### config.mk
export PLATFORM = sky130hd
export DESIGN_NAME = tla_arbiter
export DESIGN_NICKNAME = d
export VERILOG_FILES = /design/src/inc/tla_pkg.sv /design/src/core/tla_prio_enc.sv /design/src/core/tla_call_timer.sv /design/src/core/tla_arbiter.sv
export VERILOG_INCLUDE_DIRS = /design/src /design/src/inc
export SDC_FILE = /design/constraint.sdc
export NUM_CORES = 1
export LEC_CHECK = 0
export ABC_AREA = 1
export BUFFER_PORTS_ARGS = -buffer_cell sky130_fd_sc_hd__buf_4
export CAP_MARGIN = 30
export CORE_ASPECT_RATIO = 0.7
export CORE_MARGIN = 3
export CORE_UTILIZATION = 52
export CTS_CLUSTER_SIZE = 40
export DETAILED_ROUTE_END_ITERATION = 7
export PLACE_DENSITY = 0.87
export REMOVE_ABC_BUFFERS = 1
export SLEW_MARGIN = 20
export SYNTH_ARGS = -nofsm -noshare
export SYNTH_HDL_FRONTEND = slang
export SYNTH_SLANG_ARGS = --single-unit
### constraint.sdc
create_clock -name i_clk -period 3.8 [get_ports i_clk]
set_input_delay 0.57 -clock i_clk [delete_from_list [all_inputs] [get_ports i_clk]]
set_output_delay 0.57 -clock i_clk [all_outputs]
set_load 0.1 [all_outputs]
### src/inc/tla_params.svh
// Constants for the two-level interrupt arbiter
`ifndef TLA_PARAMS_SVH
`define TLA_PARAMS_SVH

`define TLA_NSRC          22
`define TLA_IDX_W         5
`define TLA_VEC_W         16
`define TLA_VEC_BASE      16'h0003
`define TLA_VEC_STEP      16'h0008
`define TLA_ORD_CONV      15
`define TLA_ORD_SOFT0     16
`define TLA_NSOFT         4
`define TLA_ORD_UNUSED    20
`define TLA_ORD_OSC       21
`define TLA_NLEGACY       15
`define TLA_CONV_PEND_BIT 5
`define TLA_SOFT0_BIT     4
`define TLA_OSC_PEND_BIT  7
`define TLA_EXT_EN_OFS    14
`define TLA_DETECT_CYC    1
`define TLA_CALL_CYC      4
`define TLA_CALL_CNT_W    3
`define TLA_PRIO_RESET    22'h000000

`endif

### src/inc/tla_pkg.sv
// Types shared by the interrupt arbiter modules
`include "tla_params.svh"

package tla_pkg;

    typedef enum logic [1:0] {
        TLA_ST_IDLE  = 2'b00,
        TLA_ST_CALL  = 2'b01,
        TLA_ST_ENTRY = 2'b10
    } tla_state_t;

    typedef struct packed {
        logic insn_end;
        logic insn_is_return_from_irq_insn;
    } tla_cpu_t;

    typedef struct packed {
        logic                  busy;
        logic                  enter;
        logic                  level_high;
        logic [`TLA_VEC_W-1:0] vector;
    } tla_call_t;

endpackage : tla_pkg

### src/core/tla_prio_enc.sv
// Fixed-order priority encoder, lowest index wins
`timescale 1ns/10ps
`default_nettype none

module tla_prio_enc #(
    parameter int N     = 22,
    parameter int IDX_W = 5
) (
    input  wire logic [N-1:0]     i_req,
    output logic                  o_valid,
    output logic [IDX_W-1:0]      o_index
);
    import tla_pkg::*;

    logic [N:0]   below;
    logic [N-1:0] onehot;

    assign below[0] = 1'b0;

    genvar g;
    generate
        for (g = 0; g < N; g++) begin : g_chain
            assign onehot[g]  = i_req[g] & ~below[g];
            assign below[g+1] = below[g] | i_req[g];
        end
    endgenerate

    assign o_valid = below[N];

    always_comb begin
        o_index = '0;
        for (int k = 0; k < N; k++) begin
            if (onehot[k]) begin
                o_index = o_index | IDX_W'(k);
            end
        end
    end

endmodule : tla_prio_enc

`default_nettype wire

### src/core/tla_call_timer.sv
// Cycle counter for the long call into a handler
`timescale 1ns/10ps
`default_nettype none
`include "tla_params.svh"

module tla_call_timer #(
    parameter int                CNT_W  = 3,
    parameter logic [CNT_W-1:0]  CYCLES = CNT_W'(`TLA_CALL_CYC)
) (
    input  wire logic            i_clk,
    input  wire logic            i_rst_b,
    input  wire logic            i_start,
    input  wire logic            i_hold,
    output logic                 o_busy,
    output logic                 o_done
);
    import tla_pkg::*;

    logic [CNT_W-1:0] cnt_q;
    logic [CNT_W-1:0] cnt_d;

    // Counter freezes while the core is stalled
    always_comb begin
        cnt_d = cnt_q;
        if (i_start) begin
            cnt_d = CYCLES;
        end else if (cnt_q != '0 && !i_hold) begin
            cnt_d = cnt_q - CNT_W'(1);
        end
    end

    always_ff @(posedge i_clk or negedge i_rst_b) begin
        if (!i_rst_b) begin
            cnt_q <= '0;
        end else begin
            cnt_q <= cnt_d;
        end
    end

    assign o_busy = (cnt_q != '0);
    assign o_done = (cnt_q == CNT_W'(1)) && !i_hold;

endmodule : tla_call_timer

`default_nettype wire

### src/core/tla_arbiter.sv
// Two-level interrupt arbiter and long-call dispatcher
`timescale 1ns/10ps
`default_nettype none
`include "tla_params.svh"

// Function
// (RULE1) Each source selectable low or high level
// (RULE2) High preempts low; high never preempted
// (RULE3) One priority bit per source, resets low
// (RULE4) Higher level wins among simultaneous requests
// (RULE5) Same level: lower order number wins
// (RULE6) Sample and decode requests every clock
// (RULE7) Detect one clock, long call four clocks
// (RULE8) One instruction after return before call
// (RULE9) Worst case response eighteen clocks
// (RULE10) Stall core, defer service during flash
// (RULE11) Equal/higher active handler blocks new service
// (RULE12) Conversion done vectors 0x007B, order 15
// (RULE13) Four soft sources, 0x0083-0x009B, orders 16-19
// (RULE14) Oscillator ready vectors 0x00AB, order 21
// (RULE15) Request needs pending, enable, global enable
// (RULE16) Unused slot never requests
module tla_arbiter #(
    parameter int NSRC   = `TLA_NSRC,
    parameter int IDX_W  = `TLA_IDX_W,
    parameter int NLEG   = `TLA_NLEGACY
) (
    input  wire logic                    i_clk,
    input  wire logic                    i_rst_b,
    input  wire logic                    i_global_enable,
    input  wire logic [NLEG-1:0]         i_legacy_pending,
    input  wire logic [NLEG-1:0]         i_legacy_enable,
    input  wire logic [7:0]              i_converter_control_reg,
    input  wire logic [7:0]              i_soft_irq_register,
    input  wire logic [7:0]              i_ext_osc_control_reg,
    input  wire logic [7:0]              i_extended_enable_reg2,
    input  wire logic                    i_prio_wr_en,
    input  wire logic [NSRC-1:0]         i_prio_wr_data,
    input  wire tla_pkg::tla_cpu_t       i_cpu,
    input  wire logic                    i_flash_busy,
    output tla_pkg::tla_call_t           o_call,
    output logic [IDX_W-1:0]             o_call_index,
    output logic                         o_cpu_stall,
    output logic [NSRC-1:0]              o_priority_select,
    output logic                         o_high_active,
    output logic                         o_low_active,
    output logic                         o_return_from_irq_insn_hold,
    output logic                         o_request_seen
);
    import tla_pkg::*;

    // Named pending and enable bits of the extended sources
    logic             conversion_done_pending;
    logic             conversion_done_enable;
    logic [`TLA_NSOFT-1:0] soft_irq_pending;
    logic [`TLA_NSOFT-1:0] soft_irq_enable;
    logic             osc_valid_pending;
    logic             osc_valid_enable;

    assign conversion_done_pending = i_converter_control_reg[`TLA_CONV_PEND_BIT];
    assign soft_irq_pending        = i_soft_irq_register[`TLA_SOFT0_BIT +: `TLA_NSOFT];
    assign osc_valid_pending       = i_ext_osc_control_reg[`TLA_OSC_PEND_BIT];
    assign conversion_done_enable  =
        i_extended_enable_reg2[`TLA_ORD_CONV - `TLA_EXT_EN_OFS];
    assign soft_irq_enable         =
        i_extended_enable_reg2[`TLA_ORD_SOFT0 - `TLA_EXT_EN_OFS +: `TLA_NSOFT];
    assign osc_valid_enable        =
        i_extended_enable_reg2[`TLA_ORD_OSC - `TLA_EXT_EN_OFS];

    // Source vectors in arbitration order
    logic [NSRC-1:0] src_pending;
    logic [NSRC-1:0] src_enable;
    logic [NSRC-1:0] raw_req;

    always_comb begin
        src_pending                                = '0;
        src_enable                                 = '0;
        src_pending[NLEG-1:0]                      = i_legacy_pending;
        src_enable[NLEG-1:0]                       = i_legacy_enable;
        src_pending[`TLA_ORD_CONV]                 = conversion_done_pending; // see (RULE12)
        src_enable[`TLA_ORD_CONV]                  = conversion_done_enable;
        src_pending[`TLA_ORD_SOFT0 +: `TLA_NSOFT]  = soft_irq_pending;        // see (RULE13)
        src_enable[`TLA_ORD_SOFT0 +: `TLA_NSOFT]   = soft_irq_enable;
        src_pending[`TLA_ORD_OSC]                  = osc_valid_pending;       // see (RULE14)
        src_enable[`TLA_ORD_OSC]                   = osc_valid_enable;
        src_pending[`TLA_ORD_UNUSED]               = 1'b0;                    // see (RULE16)
        src_enable[`TLA_ORD_UNUSED]                = 1'b0;                    // see (RULE16)
    end

    // Qualified request per source
    always_comb begin
        raw_req = src_pending & src_enable & {NSRC{i_global_enable}};         // see (RULE15)
    end

    // Detection stage: sampled on every clock
    logic [NSRC-1:0] req_q;
    logic [NSRC-1:0] req_d;

    always_comb begin
        req_d = raw_req;                                                      // see (RULE6)
    end

    always_ff @(posedge i_clk or negedge i_rst_b) begin
        if (!i_rst_b) begin
            req_q <= '0;
        end else begin
            req_q <= req_d;
        end
    end

    // Priority-select bits, one per source
    logic [NSRC-1:0] prio_q;
    logic [NSRC-1:0] prio_d;

    always_comb begin
        prio_d = prio_q;
        if (i_prio_wr_en) begin
            prio_d = i_prio_wr_data;                                          // see (RULE1)
        end
        prio_d[`TLA_ORD_UNUSED] = 1'b0;
    end

    always_ff @(posedge i_clk or negedge i_rst_b) begin
        if (!i_rst_b) begin
            prio_q <= `TLA_PRIO_RESET;                                        // see (RULE3)
        end else begin
            prio_q <= prio_d;
        end
    end

    // Split requests by level and decode each
    logic [NSRC-1:0] hi_req;
    logic [NSRC-1:0] lo_req;
    logic            hi_valid;
    logic            lo_valid;
    logic [IDX_W-1:0] hi_index;
    logic [IDX_W-1:0] lo_index;

    assign hi_req = req_q & prio_q;
    assign lo_req = req_q & ~prio_q;

    tla_prio_enc #(
        .N     (NSRC),
        .IDX_W (IDX_W)
    ) u_enc_hi (
        .i_req   (hi_req),
        .o_valid (hi_valid),
        .o_index (hi_index)
    );

    tla_prio_enc #(
        .N     (NSRC),
        .IDX_W (IDX_W)
    ) u_enc_lo (
        .i_req   (lo_req),
        .o_valid (lo_valid),
        .o_index (lo_index)
    );

    // In-service levels and the post-return hold
    logic hi_act_q;
    logic hi_act_d;
    logic lo_act_q;
    logic lo_act_d;
    logic hold_q;
    logic hold_d;

    // Call sequencing state
    tla_state_t        state_q;
    tla_state_t        state_d;
    logic [`TLA_VEC_W-1:0] vec_q;
    logic [`TLA_VEC_W-1:0] vec_d;
    logic [IDX_W-1:0]  idx_q;
    logic [IDX_W-1:0]  idx_d;
    logic              lvl_q;
    logic              lvl_d;

    logic              boundary;
    logic              pick_hi;
    logic              pick_lo;
    logic              take;
    logic [IDX_W-1:0]  win_index;
    logic              call_done;

    // Calls only at the end of an ordinary instruction
    assign boundary = i_cpu.insn_end && !i_cpu.insn_is_return_from_irq_insn                  // see (RULE8)
                      && !i_flash_busy;                                       // see (RULE10)

    always_comb begin
        pick_hi = hi_valid && !hi_act_q;                                      // see (RULE2)
        pick_lo = lo_valid && !hi_act_q && !lo_act_q;                         // see (RULE11)
    end

    assign take      = (state_q == TLA_ST_IDLE) && boundary            // see (RULE9)
                       && (pick_hi || pick_lo);
    assign win_index = pick_hi ? hi_index : lo_index;                         // see (RULE4)

    // Fixed vector from arbitration order
    function automatic logic [`TLA_VEC_W-1:0] vec_of(input logic [IDX_W-1:0] idx);
        logic [`TLA_VEC_W-1:0] ofs;
        ofs    = `TLA_VEC_STEP * `TLA_VEC_W'(idx);                            // see (RULE5)
        vec_of = `TLA_VEC_BASE + ofs;                                         // see (RULE12)
    endfunction : vec_of

    tla_call_timer #(
        .CNT_W  (`TLA_CALL_CNT_W),
        .CYCLES (`TLA_CALL_CNT_W'(`TLA_CALL_CYC))
    ) u_call_timer (
        .i_clk   (i_clk),
        .i_rst_b (i_rst_b),
        .i_start (take),                                                      // see (RULE7)
        .i_hold  (i_flash_busy),
        .o_busy  (),
        .o_done  (call_done)
    );

    // Call sequencer
    always_comb begin
        state_d = state_q;
        vec_d   = vec_q;
        idx_d   = idx_q;
        lvl_d   = lvl_q;
        case (state_q)
            TLA_ST_IDLE: begin
                if (take) begin
                    state_d = TLA_ST_CALL;
                    vec_d   = vec_of(win_index);
                    idx_d   = win_index;
                    lvl_d   = pick_hi;
                end
            end
            TLA_ST_CALL: begin
                if (call_done) begin
                    state_d = TLA_ST_ENTRY;                                   // see (RULE7)
                end
            end
            TLA_ST_ENTRY: begin
                state_d = TLA_ST_IDLE;
            end
            default: begin
                state_d = TLA_ST_IDLE;
            end
        endcase
    end

    always_ff @(posedge i_clk or negedge i_rst_b) begin
        if (!i_rst_b) begin
            state_q <= TLA_ST_IDLE;
            vec_q   <= '0;
            idx_q   <= '0;
            lvl_q   <= 1'b0;
        end else begin
            state_q <= state_d;
            vec_q   <= vec_d;
            idx_q   <= idx_d;
            lvl_q   <= lvl_d;
        end
    end

    // Active-level tracking; return clears the highest active level
    always_comb begin
        hi_act_d = hi_act_q;
        lo_act_d = lo_act_q;
        hold_d   = hold_q;
        if (i_cpu.insn_end) begin
            if (i_cpu.insn_is_return_from_irq_insn) begin
                if (hi_act_q) begin
                    hi_act_d = 1'b0;                                          // see (RULE11)
                end else begin
                    lo_act_d = 1'b0;
                end
                hold_d = 1'b1;                                                // see (RULE8)
            end else begin
                hold_d = 1'b0;
            end
        end
        // Entry after return, so a same-cycle set wins
        if (state_q == TLA_ST_ENTRY) begin
            if (lvl_q) begin
                hi_act_d = 1'b1;                                              // see (RULE2)
            end else begin
                lo_act_d = 1'b1;
            end
        end
    end

    always_ff @(posedge i_clk or negedge i_rst_b) begin
        if (!i_rst_b) begin
            hi_act_q <= 1'b0;
            lo_act_q <= 1'b0;
            hold_q   <= 1'b0;
        end else begin
            hi_act_q <= hi_act_d;
            lo_act_q <= lo_act_d;
            hold_q   <= hold_d;
        end
    end

    // Outputs
    always_comb begin
        o_call.busy       = (state_q == TLA_ST_CALL);
        o_call.enter      = (state_q == TLA_ST_ENTRY);
        o_call.level_high = lvl_q;
        o_call.vector     = vec_q;
    end

    assign o_call_index      = idx_q;
    assign o_cpu_stall       = i_flash_busy;                                  // see (RULE10)
    assign o_priority_select = prio_q;
    assign o_high_active     = hi_act_q;
    assign o_low_active      = lo_act_q;
    assign o_return_from_irq_insn_hold       = hold_q;
    assign o_request_seen    = |req_q;

endmodule : tla_arbiter

`default_nettype wire

==> results.yml, run 1 <==
status:
  status: "finished, final reports clean"
clock_tree:
  cts_inserted_buffers: 9
  ctsLongestPathBuffers: 2
  cts_sinks: 57
  cts_resized: 0
  hold_buffers: 0
  worst_skew_pair.late_latency_ps: 340
  cts_setup_buffers: 0
  cts_tree: "yes"
  clock-root-buffer: "clkbuf_8"
  path_clk_slew_ps: 60
  htreeDepth: 3
timing:
  max_freq_ghz: 0.355
  finalMaxSlewViolations: 0
  setup_viol: 0
  hold_slack_ps: 283
  worstMarginPinSlew_ps: 751
  hold_viol: 0
  finalWorstPathRequiredPeriod_ps: 2820
  finalCritPeriodShare_pct: 74.2
  finalClockSkew_ps: 7.21
  tns_ps: 0
  slew_headroom_pct: 49.5
  rsz0062_at_grt: "no"
placed_design:
  place.gp.congestion: 0.861
  port_buffers: 110
  place_hpwl_mm: 6.26
detailed_routing:
  top_layer_used: "met4"
  via_per_inst: 4.96
  drc: 0
  drt_iter0_markers: 111
  wl_per_cell_um: 12.6
  drt_pass1_iterations: 4
  wl_mm: 7.87
  wl_met1_mm: 3.79
  ant_nets: 0
  routed-wl-met2_mm: 3.32
  routed-wl-met3_um: 663
  vias: 3094
setup_path:
  cp_slowest_cell: "nor4_1"
  arrival_ps: 2250
  crit_family: "simple AND/OR/NAND/NOR gates"
  critPathKind: "reg -> out"
  path_buf_inv: 1
  reg2reg_depth: 11
  path_cells: "nor4_1 -> nand4_1 -> or3b_2 -> buf_4"
  cp_max_fo: 5
  cp.depth: 4
  r2r_slack_ps: 1910
  worstSetupStartpointType: "flop"
  required_ps: 3230
  endpoint_kind: "output pin"
  max_stage_delay_ps: 520
synthesis:
  synth.most_common_cell: "nand2_1"
  synthesis.instances: 440
  synth_area_mm2: 0.00329
  synth-seq-area-share_pct: 43.4
  synth_edf_count: 0
  synth_cell_types: 40
  synth_seq_cells: 57
  yosys.area.top_type: "dfrtp_1"
  synthArstFlopShare_pct: 100
  synthFlopType: "dfrtp_1"
  yosys_warnings: 0
  yosys.area_share.adder_pct: 1.14
  syn_avg_cell_area_um2: 7.47
  synth_xor_area_share_pct: 0.266
  synth_top_family_by_area: "simple AND/OR/NAND/NOR gates"
  muxShareOfSynthArea_pct: 0.343
  ys_top_cells_by_area: "dfrtp_1 (43%), nand2_1 (18%), inv_1 (5.6%), o21ai_0 (4.9%), nor2_1 (4.7%)"
  synth-compound-area-share_pct: 8.41
  synth_top_area_share_pct: 43.4
  netlist_top_cells_count: "nand2_1 (154), dfrtp_1 (57), inv_1 (49)"
  yosys.area_share.simple_pct: 35.3
floorplanning:
  core_area_mm2: 0.00593
  ios: 142
  die_h_um: 72.5
  die_w_um: 101
  die_area_mm2: 0.00733
  start_util_pct: 55.4
  num_rows: 23
global_routing:
  grt_max_degree: 58
  antenna_found_initial: 0
  gr-total-overflow: 0
  grt_pass1_wl_mm: 13.0
  grt_usage_pct: 22.9
  first_global_vias: 2890
cells_and_area:
  antenna-diode-count: 0
  drive_gt1_share_pct: 27.1
  regArea_mm2: 0.00143
  num-nets-final: 639
  area_growth_pct: 29.6
  multi_input_area_mm2: 0.00153
  n_fill_cell: 493
power_and_ir_drop:
  p_switching_uw: 1240
  seq_power_share_pct: 30.4
  ir_drop_mv: 0.532
  p_int_uw: 1250
  finalPower_uw: 2500
  p_leak_uw: 0.00238
  combPwrFrac_pct: 48.1
  powerDensity_mw_per_mm2: 586
  p_clk_share_pct: 21.5
  p_sw_share_pct: 49.8
hold_path:
  min_path_type: "in -> async"
run:
  drv_cap: 0
logic make-up after synthesis:
kind of cell,after synthesis
and+or+nand+nor,252
buffers and inverters,77
DFF,57
AOI/OAI and AO/OA,48
adders and majority gates,3
other,1
xor gates and xnor gates,1
muxes,1
final timing paths:
path                                              end            startpoint
worst max-delay path                   o_request_seen              req_q[5]
worst min-delay path             o_priority_select[5]               i_rst_b
worst max register to register        o_call_index[1]  o_priority_select[8]
worst min register to register             state_q[1]            state_q[1]
max in group asynchronous       o_priority_select[16]               i_rst_b
min in group i_clk              o_priority_select[16]    i_prio_wr_data[16]
sequential cells by signal (all words and copies together) (netlist names):
signal / cells
o_priority_select: 21
vec_q: 1
state_q: 2
o_low_active: 1
lvl_q: 1
o_high_active: 1
req_q: 21
u_call_timer.cnt_q: 3
o_call_index: 5
o_return_from_irq_insn_hold: 1
power groups by stage:
stage / combinational, uW / sequential, uW / clock (uW)
floorplan: 363 / 1320 / 0
global placement: 1190 / 764 / 0
detailed placement: 1200 / 769 / 0
CTS: 1210 / 759 / 544
global route: 1280 / 770 / 572
finish: 1200 / 760 / 538
worst register-to-register path, cell delays in order, from the launching register on:
cell	delay (ps)
dfrtp_1	400
inv_1	70
nand2_1	120
nand2_1	90
nor2_1	200
nand3_1	170
nor3_2	170
nand4_1	180
nand2_2	140
a21boi_2	110
nand2_1	90
nand2_1	50
layout by cell type, fill, tap and decap left out, types with 2 or more instances in the layout:
master      count
conb_1         10
nand2_2         2
a31oi_1         2
nor2_1         41
inv_1          49
nor2_4          4
inv_2           2
nor2_2          2
nand3_1        20
nor3_1          4
nor4_1          5
nand2_1       154
a21oi_1         4
buf_4         110
ha_1            3
clkinv_2        4
o21ai_0        32
o31ai_1         2
nand2_4         4
clkinvlp_4      2
clkbuf_8        9
nand4_1         8
dfrtp_1        57
routing by layer:
layer	vias to the layer above	GRT usage, %
li1	1575	-
met5	-	0
met1	1380	32.9
met2	129	33.8
met4	0	7.52
met3	10	6.05
metrics by stage:
step | std cells | utilization (%) | cell area, um^2 | setup WS, ps
floorplan | 424 | - | 3160 | 1520
CTS | 624 | 71.8 | 4260 | 978
global placement | 609 | 68.7 | 4080 | 1400
global route | 624 | 71.8 | 4260 | 844
finish | 624 | 71.8 | 4260 | 981
detailed placement | 609 | 68.7 | 4080 | 1350
final cells by class:
cell class / instances / share of cell area [%]
Multi-Input combinational cell: 315 / 36.0
Sequential cell: 57 / 33.5
Timing Repair Buffer: 110 / 19.4
Inverter: 52 / 4.61
Clock buffer: 9 / 2.91
Tap cell: 75 / 2.20
Clock inverter: 6 / 1.41
(Power assumes the default switching activity.)
==> inputs of run 2 (changes only) <==
- CORE_UTILIZATION: 52 -> 48
- PLACE_DENSITY: 0.87 -> 0.82
- clock period: 3.8 -> 2.8 ns (I/O delays scaled with it)
==> run 2 against run 1 <==
  * Wire length fell by 1.0%
  * First-iteration DRC count grew 11%
  * Via count decreased by 1.2%
  * Critical path depth unchanged
  * Critical path type unchanged
  * Critical endpoint unchanged
  * Largest cell class unchanged
==> results.yml, run 2 (synthesis results as in run 1) <==
setup_path:
  cp_slowest_cell: "nor4_1"
  critPathKind: "reg -> out"
  worstSetupStartpointType: "flop"
  setup.worst_path.start: "req_q[5]"
  max_stage_delay_ps: 540
  r2r_slack_ps: 930
  crit_end: "o_request_seen"
  path_cells: "nor4_1 -> nand4_1 -> or3b_2 -> buf_4"
  crit_family: "simple AND/OR/NAND/NOR gates"
  arrival_ps: 2260
  cp.depth: 4
  worstReg2RegEnd: "lvl_q"
  endpoint_kind: "output pin"
  required_ps: 2380
  reg2reg_depth: 12
  path_buf_inv: 1
  reg2reg_from: "o_priority_select[5]"
  cp_max_fo: 5
clock_tree:
  cts_setup_buffers: 0
  hold_buffers: 0
  cts_tree: "yes"
  cts_sinks: 57
  cts_inserted_buffers: 9
  ctsLongestPathBuffers: 2
  htreeDepth: 3
  cts_resized: 0
  path_clk_slew_ps: 60
  worst_skew_pair.late_latency_ps: 330
  clock-root-buffer: "clkbuf_8"
detailed_routing:
  drt_iter0_markers: 123
  via_per_inst: 4.78
  ant_nets: 0
  drt_pass1_iterations: 4
  vias: 3057
  wl_mm: 7.79
  drc: 0
  wl_per_cell_um: 12.2
timing:
  setup_viol: 0
  finalMaxSlewViolations: 0
  hold_slack_ps: 122
  max_freq_ghz: 0.374
  finalWorstPathRequiredPeriod_ps: 2680
  hold_viol: 0
  finalCritPeriodShare_pct: 95.6
  rsz0062_at_grt: "no"
  worstMarginPinSlew_ps: 702
  slew_headroom_pct: 52.8
  finalClockSkew_ps: 5.03
  tns_ps: 0
  setup_slack_ps: 124
cells_and_area:
  num-nets-final: 639
  final_common_cell: "nand2_1"
  drive_gt1_share_pct: 27.0
  n_fill_cell: 586
  antenna-diode-count: 0
  area_growth_pct: 30.5
  mostFrequentLayoutCells: "nand2_1 (154), buf_4 (110), dfrtp_1 (57)"
  fin_cells: 640
hold_path:
  min_path_type: "in -> async"
power_and_ir_drop:
  ir_drop_mv: 0.831
  powerDensity_mw_per_mm2: 796
  p_leak_uw: 0.00240
status:
  status: "finished, final reports clean"
floorplanning:
  num_rows: 24
  die_h_um: 75.2
  start_util_pct: 51.1
  die_area_mm2: 0.00789
  die_w_um: 105
  ios: 142
  core_area_mm2: 0.00643
global_routing:
  antenna_found_initial: 0
  first_global_vias: 2795
  grt_pass1_wl_mm: 12.6
  gr-total-overflow: 0
  grt_max_degree: 58
  grt_usage_pct: 20.5
placed_design:
  place.gp.congestion: 0.841
  preCtsSetupSlack_ps: 544
  placed_cells: 625
  port_buffers: 110
  place_hpwl_mm: 6.29
run:
  drv_cap: 0
==> run 2: per-stage QoR <==
stage | util, % | total power, uW | instance area, um^2
2_1_floorplan | - | 2280 | 3160
3_3_place_gp | 63.7 | 2650 | 4100
3_5_place_dp | 63.7 | 2680 | 4100
4_1_cts | 66.8 | 3440 | 4290
5_1_grt | 66.8 | 3570 | 4290
6_report | 66.8 | 3420 | 4290
==> run 2: worst min-delay path by stage <==
stage / from / endpoint / slack, ps
CTS: i_rst_b / o_high_active / 150
finish: i_rst_b / o_priority_select[6] / 120
detailed placement: state_q[1] / state_q[1] / 490
floorplan: i_rst_b / lvl_q / 120
global placement: state_q[1] / state_q[1] / 470
global route: i_rst_b / o_high_active / 180
==> run 2: area by class of cell <==
| type | count | area [um^2] | share of cell area, % |
|---|---|---|---|
| Multi-Input combinational cell | 315 | 1530 | 35.7 |
| Inverter | 52 | 196 | 4.58 |
| Tap cell | 91 | 114 | 2.65 |
| Timing Repair Buffer | 110 | 826 | 19.2 |
| Sequential cell | 57 | 1430 | 33.2 |
| Clock inverter | 3 | 40.0 | 0.933 |
| Clock buffer | 12 | 155 | 3.62 |
==> run 2: layer usage <==
| layer | wire length, um | GRT usage (%) | part of all wire, % | vias up |
|---|---|---|---|---|
| met5 | 0 | 0 | 0 | - |
| met4 | 63 | 7.28 | 0.81 | 0 |
| met3 | 763 | 7.54 | 9.8 | 4 |
| met2 | 3320 | 31.2 | 43 | 124 |
| met1 | 3640 | 27.4 | 47 | 1349 |
| li1 | - | - | - | 1580 |
==> run 2: where the power goes <==
part           total (uW)  leakage (uW)  switching (uW)  internal (uW)
registers            1030      0.000722            88.0            938
logic                1630       0.00157            1270            366
clock network         755      0.000102             303            451
total                3420       0.00240            1660           1760
==> run 2: worst reg2reg max path, delay by kind of cell, from the launching register on <==
kind | cells | cell delay, ps
AND/OR/NAND/NOR | 10 | 1260
AO/OA/AOI/OAI | 1 | 50
flip-flops | 1 | 400
buffers and inverters | 1 | 80
==> inputs of run 3 (changes only) <==
- CORE_ASPECT_RATIO: 0.7 -> 0.9
==> run 3 against run 2 <==
  * Cell count down 0.63%
  * First-iteration DRC count down 38%
  * Setup slack better by 140 ps
  * Global-route usage up 0.13 points
  * Combinational power about the same
  * Register-to-register slack worse by 30 ps
  * Utilization up 0.65 points
  * Final area up 0.32%
  * Hold slack better by 17 ps
  * Critical path depth unchanged
  * Via count up 1.1%
  * Highest routed layer unchanged
==> results.yml, run 3 (synthesis results as in run 1) <==
status:
  status: "finished, final reports clean"
timing:
  hold_viol: 0
  slew_headroom_pct: 51.1
  max_freq_ghz: 0.394
  rsz0062_at_grt: "no"
  finalClockSkew_ps: 8.69
  tns_ps: 0
  finalCritPeriodShare_pct: 90.6
  worstMarginPinSlew_ps: 728
  finalMaxSlewViolations: 0
  setup_viol: 0
  finalWorstPathRequiredPeriod_ps: 2540
floorplanning:
  ios: 142
  num_rows: 27
  die_area_mm2: 0.00788
  die_h_um: 84.5
  core_area_mm2: 0.00638
  die_w_um: 93.2
  start_util_pct: 51.5
cells_and_area:
  num-nets-final: 639
  final_common_cell: "nand2_1"
  area_growth_pct: 30.9
  drive_gt1_share_pct: 27.1
  antenna-diode-count: 0
  mostFrequentLayoutCells: "nand2_1 (154), buf_4 (110), dfrtp_1 (57)"
  fin_cells: 636
global_routing:
  antenna_found_initial: 0
  grt_pass1_wl_mm: 12.9
  first_global_vias: 2904
  grt_usage_pct: 20.7
  gr-total-overflow: 0
  grt_max_degree: 58
clock_tree:
  ctsLongestPathBuffers: 2
  cts_tree: "yes"
  hold_buffers: 0
  htreeDepth: 3
  path_clk_slew_ps: 60
  cts_sinks: 57
  cts_inserted_buffers: 9
  worst_skew_pair.late_latency_ps: 330
  cts_setup_buffers: 0
  clock-root-buffer: "clkbuf_8"
  cts_resized: 0
setup_path:
  setup.worst_path.start: "req_q[8]"
  r2r_slack_ps: 900
  worstSetupStartpointType: "flop"
  arrival_ps: 2120
  required_ps: 2380
  crit_end: "o_request_seen"
  worstReg2RegEnd: "o_call_index[1]"
  reg2reg_from: "o_priority_select[8]"
  reg2reg_depth: 11
  endpoint_kind: "output pin"
  cp_max_fo: 4
  critPathKind: "reg -> out"
detailed_routing:
  wl_mm: 7.81
  wl_per_cell_um: 12.3
  via_per_inst: 4.86
  drt_pass1_iterations: 4
  drc: 0
  ant_nets: 0
  drt_iter0_markers: 76
  vias: 3090
placed_design:
  port_buffers: 110
  placed_cells: 621
  place.gp.congestion: 0.789
  place_hpwl_mm: 6.20
power_and_ir_drop:
  ir_drop_mv: 0.361
  p_leak_uw: 0.00240
  powerDensity_mw_per_mm2: 807
run:
  drv_cap: 0
hold_path:
  min_path_type: "in -> async"
## run 3: report_power, final
| part | switching (uW) | internal [uW] | total, uW |
|---|---|---|---|
| Clock | 306 | 501 | 807 |
| Sequential | 95.6 | 938 | 1030 |
| Combinational | 1270 | 365 | 1630 |
| Total | 1670 | 1800 | 3470 |
## run 3: worst max-delay path, stage by stage, from the launching register on
cell	delay [ps]
dfrtp_1	400
nor4_1	450
nand4_1	210
or3b_2	480
buf_4	240
## run 3: routing by layer
metal | vias to the layer above | share of wire (%) | wire (um) | GRT usage, %
met5 | - | 0 | 0 | 0
met4 | 0 | 0.76 | 59 | 5.59
met3 | 7 | 7.9 | 615 | 7.44
met2 | 103 | 47 | 3670 | 32.7
met1 | 1401 | 44 | 3460 | 26.8
li1 | 1579 | - | - | -
## run 3: how the worst min path moves through the flow
stage / startpoint / to / slack, ps / cells after the start
detailed placement: state_q[0] / o_low_active / 470 / 1
CTS: i_rst_b / o_priority_select[9] / 140 / 1
floorplan: i_rst_b / lvl_q / 120 / 0
finish: i_rst_b / o_priority_select[10] / 140 / 1
global placement: state_q[1] / state_q[1] / 460 / 1
global route: i_rst_b / o_priority_select[9] / 170 / 1
## run 3: layout make-up
type | instances | area [um^2]
fill | 568 | 2080
multi-input combinational | 315 | 1530
sequential | 57 | 1430
timing repair buffer | 110 | 826
inverter | 52 | 196
clock buffer | 13 | 179
tap | 87 | 109
clock inverter | 2 | 35.0
## run 3: per-stage QoR
step	utilization [%]	cell area, um^2	total power, uW	hold WS (ps)	worst slack [ps]
6_report	67.4	4300	3470	139	263
5_1_grt	67.4	4300	3650	172	86.1
4_1_cts	67.4	4300	3510	144	218
3_5_place_dp	64.1	4090	2680	474	597
3_3_place_gp	64.1	4090	2650	464	586
2_1_floorplan	-	3160	2280	124	522
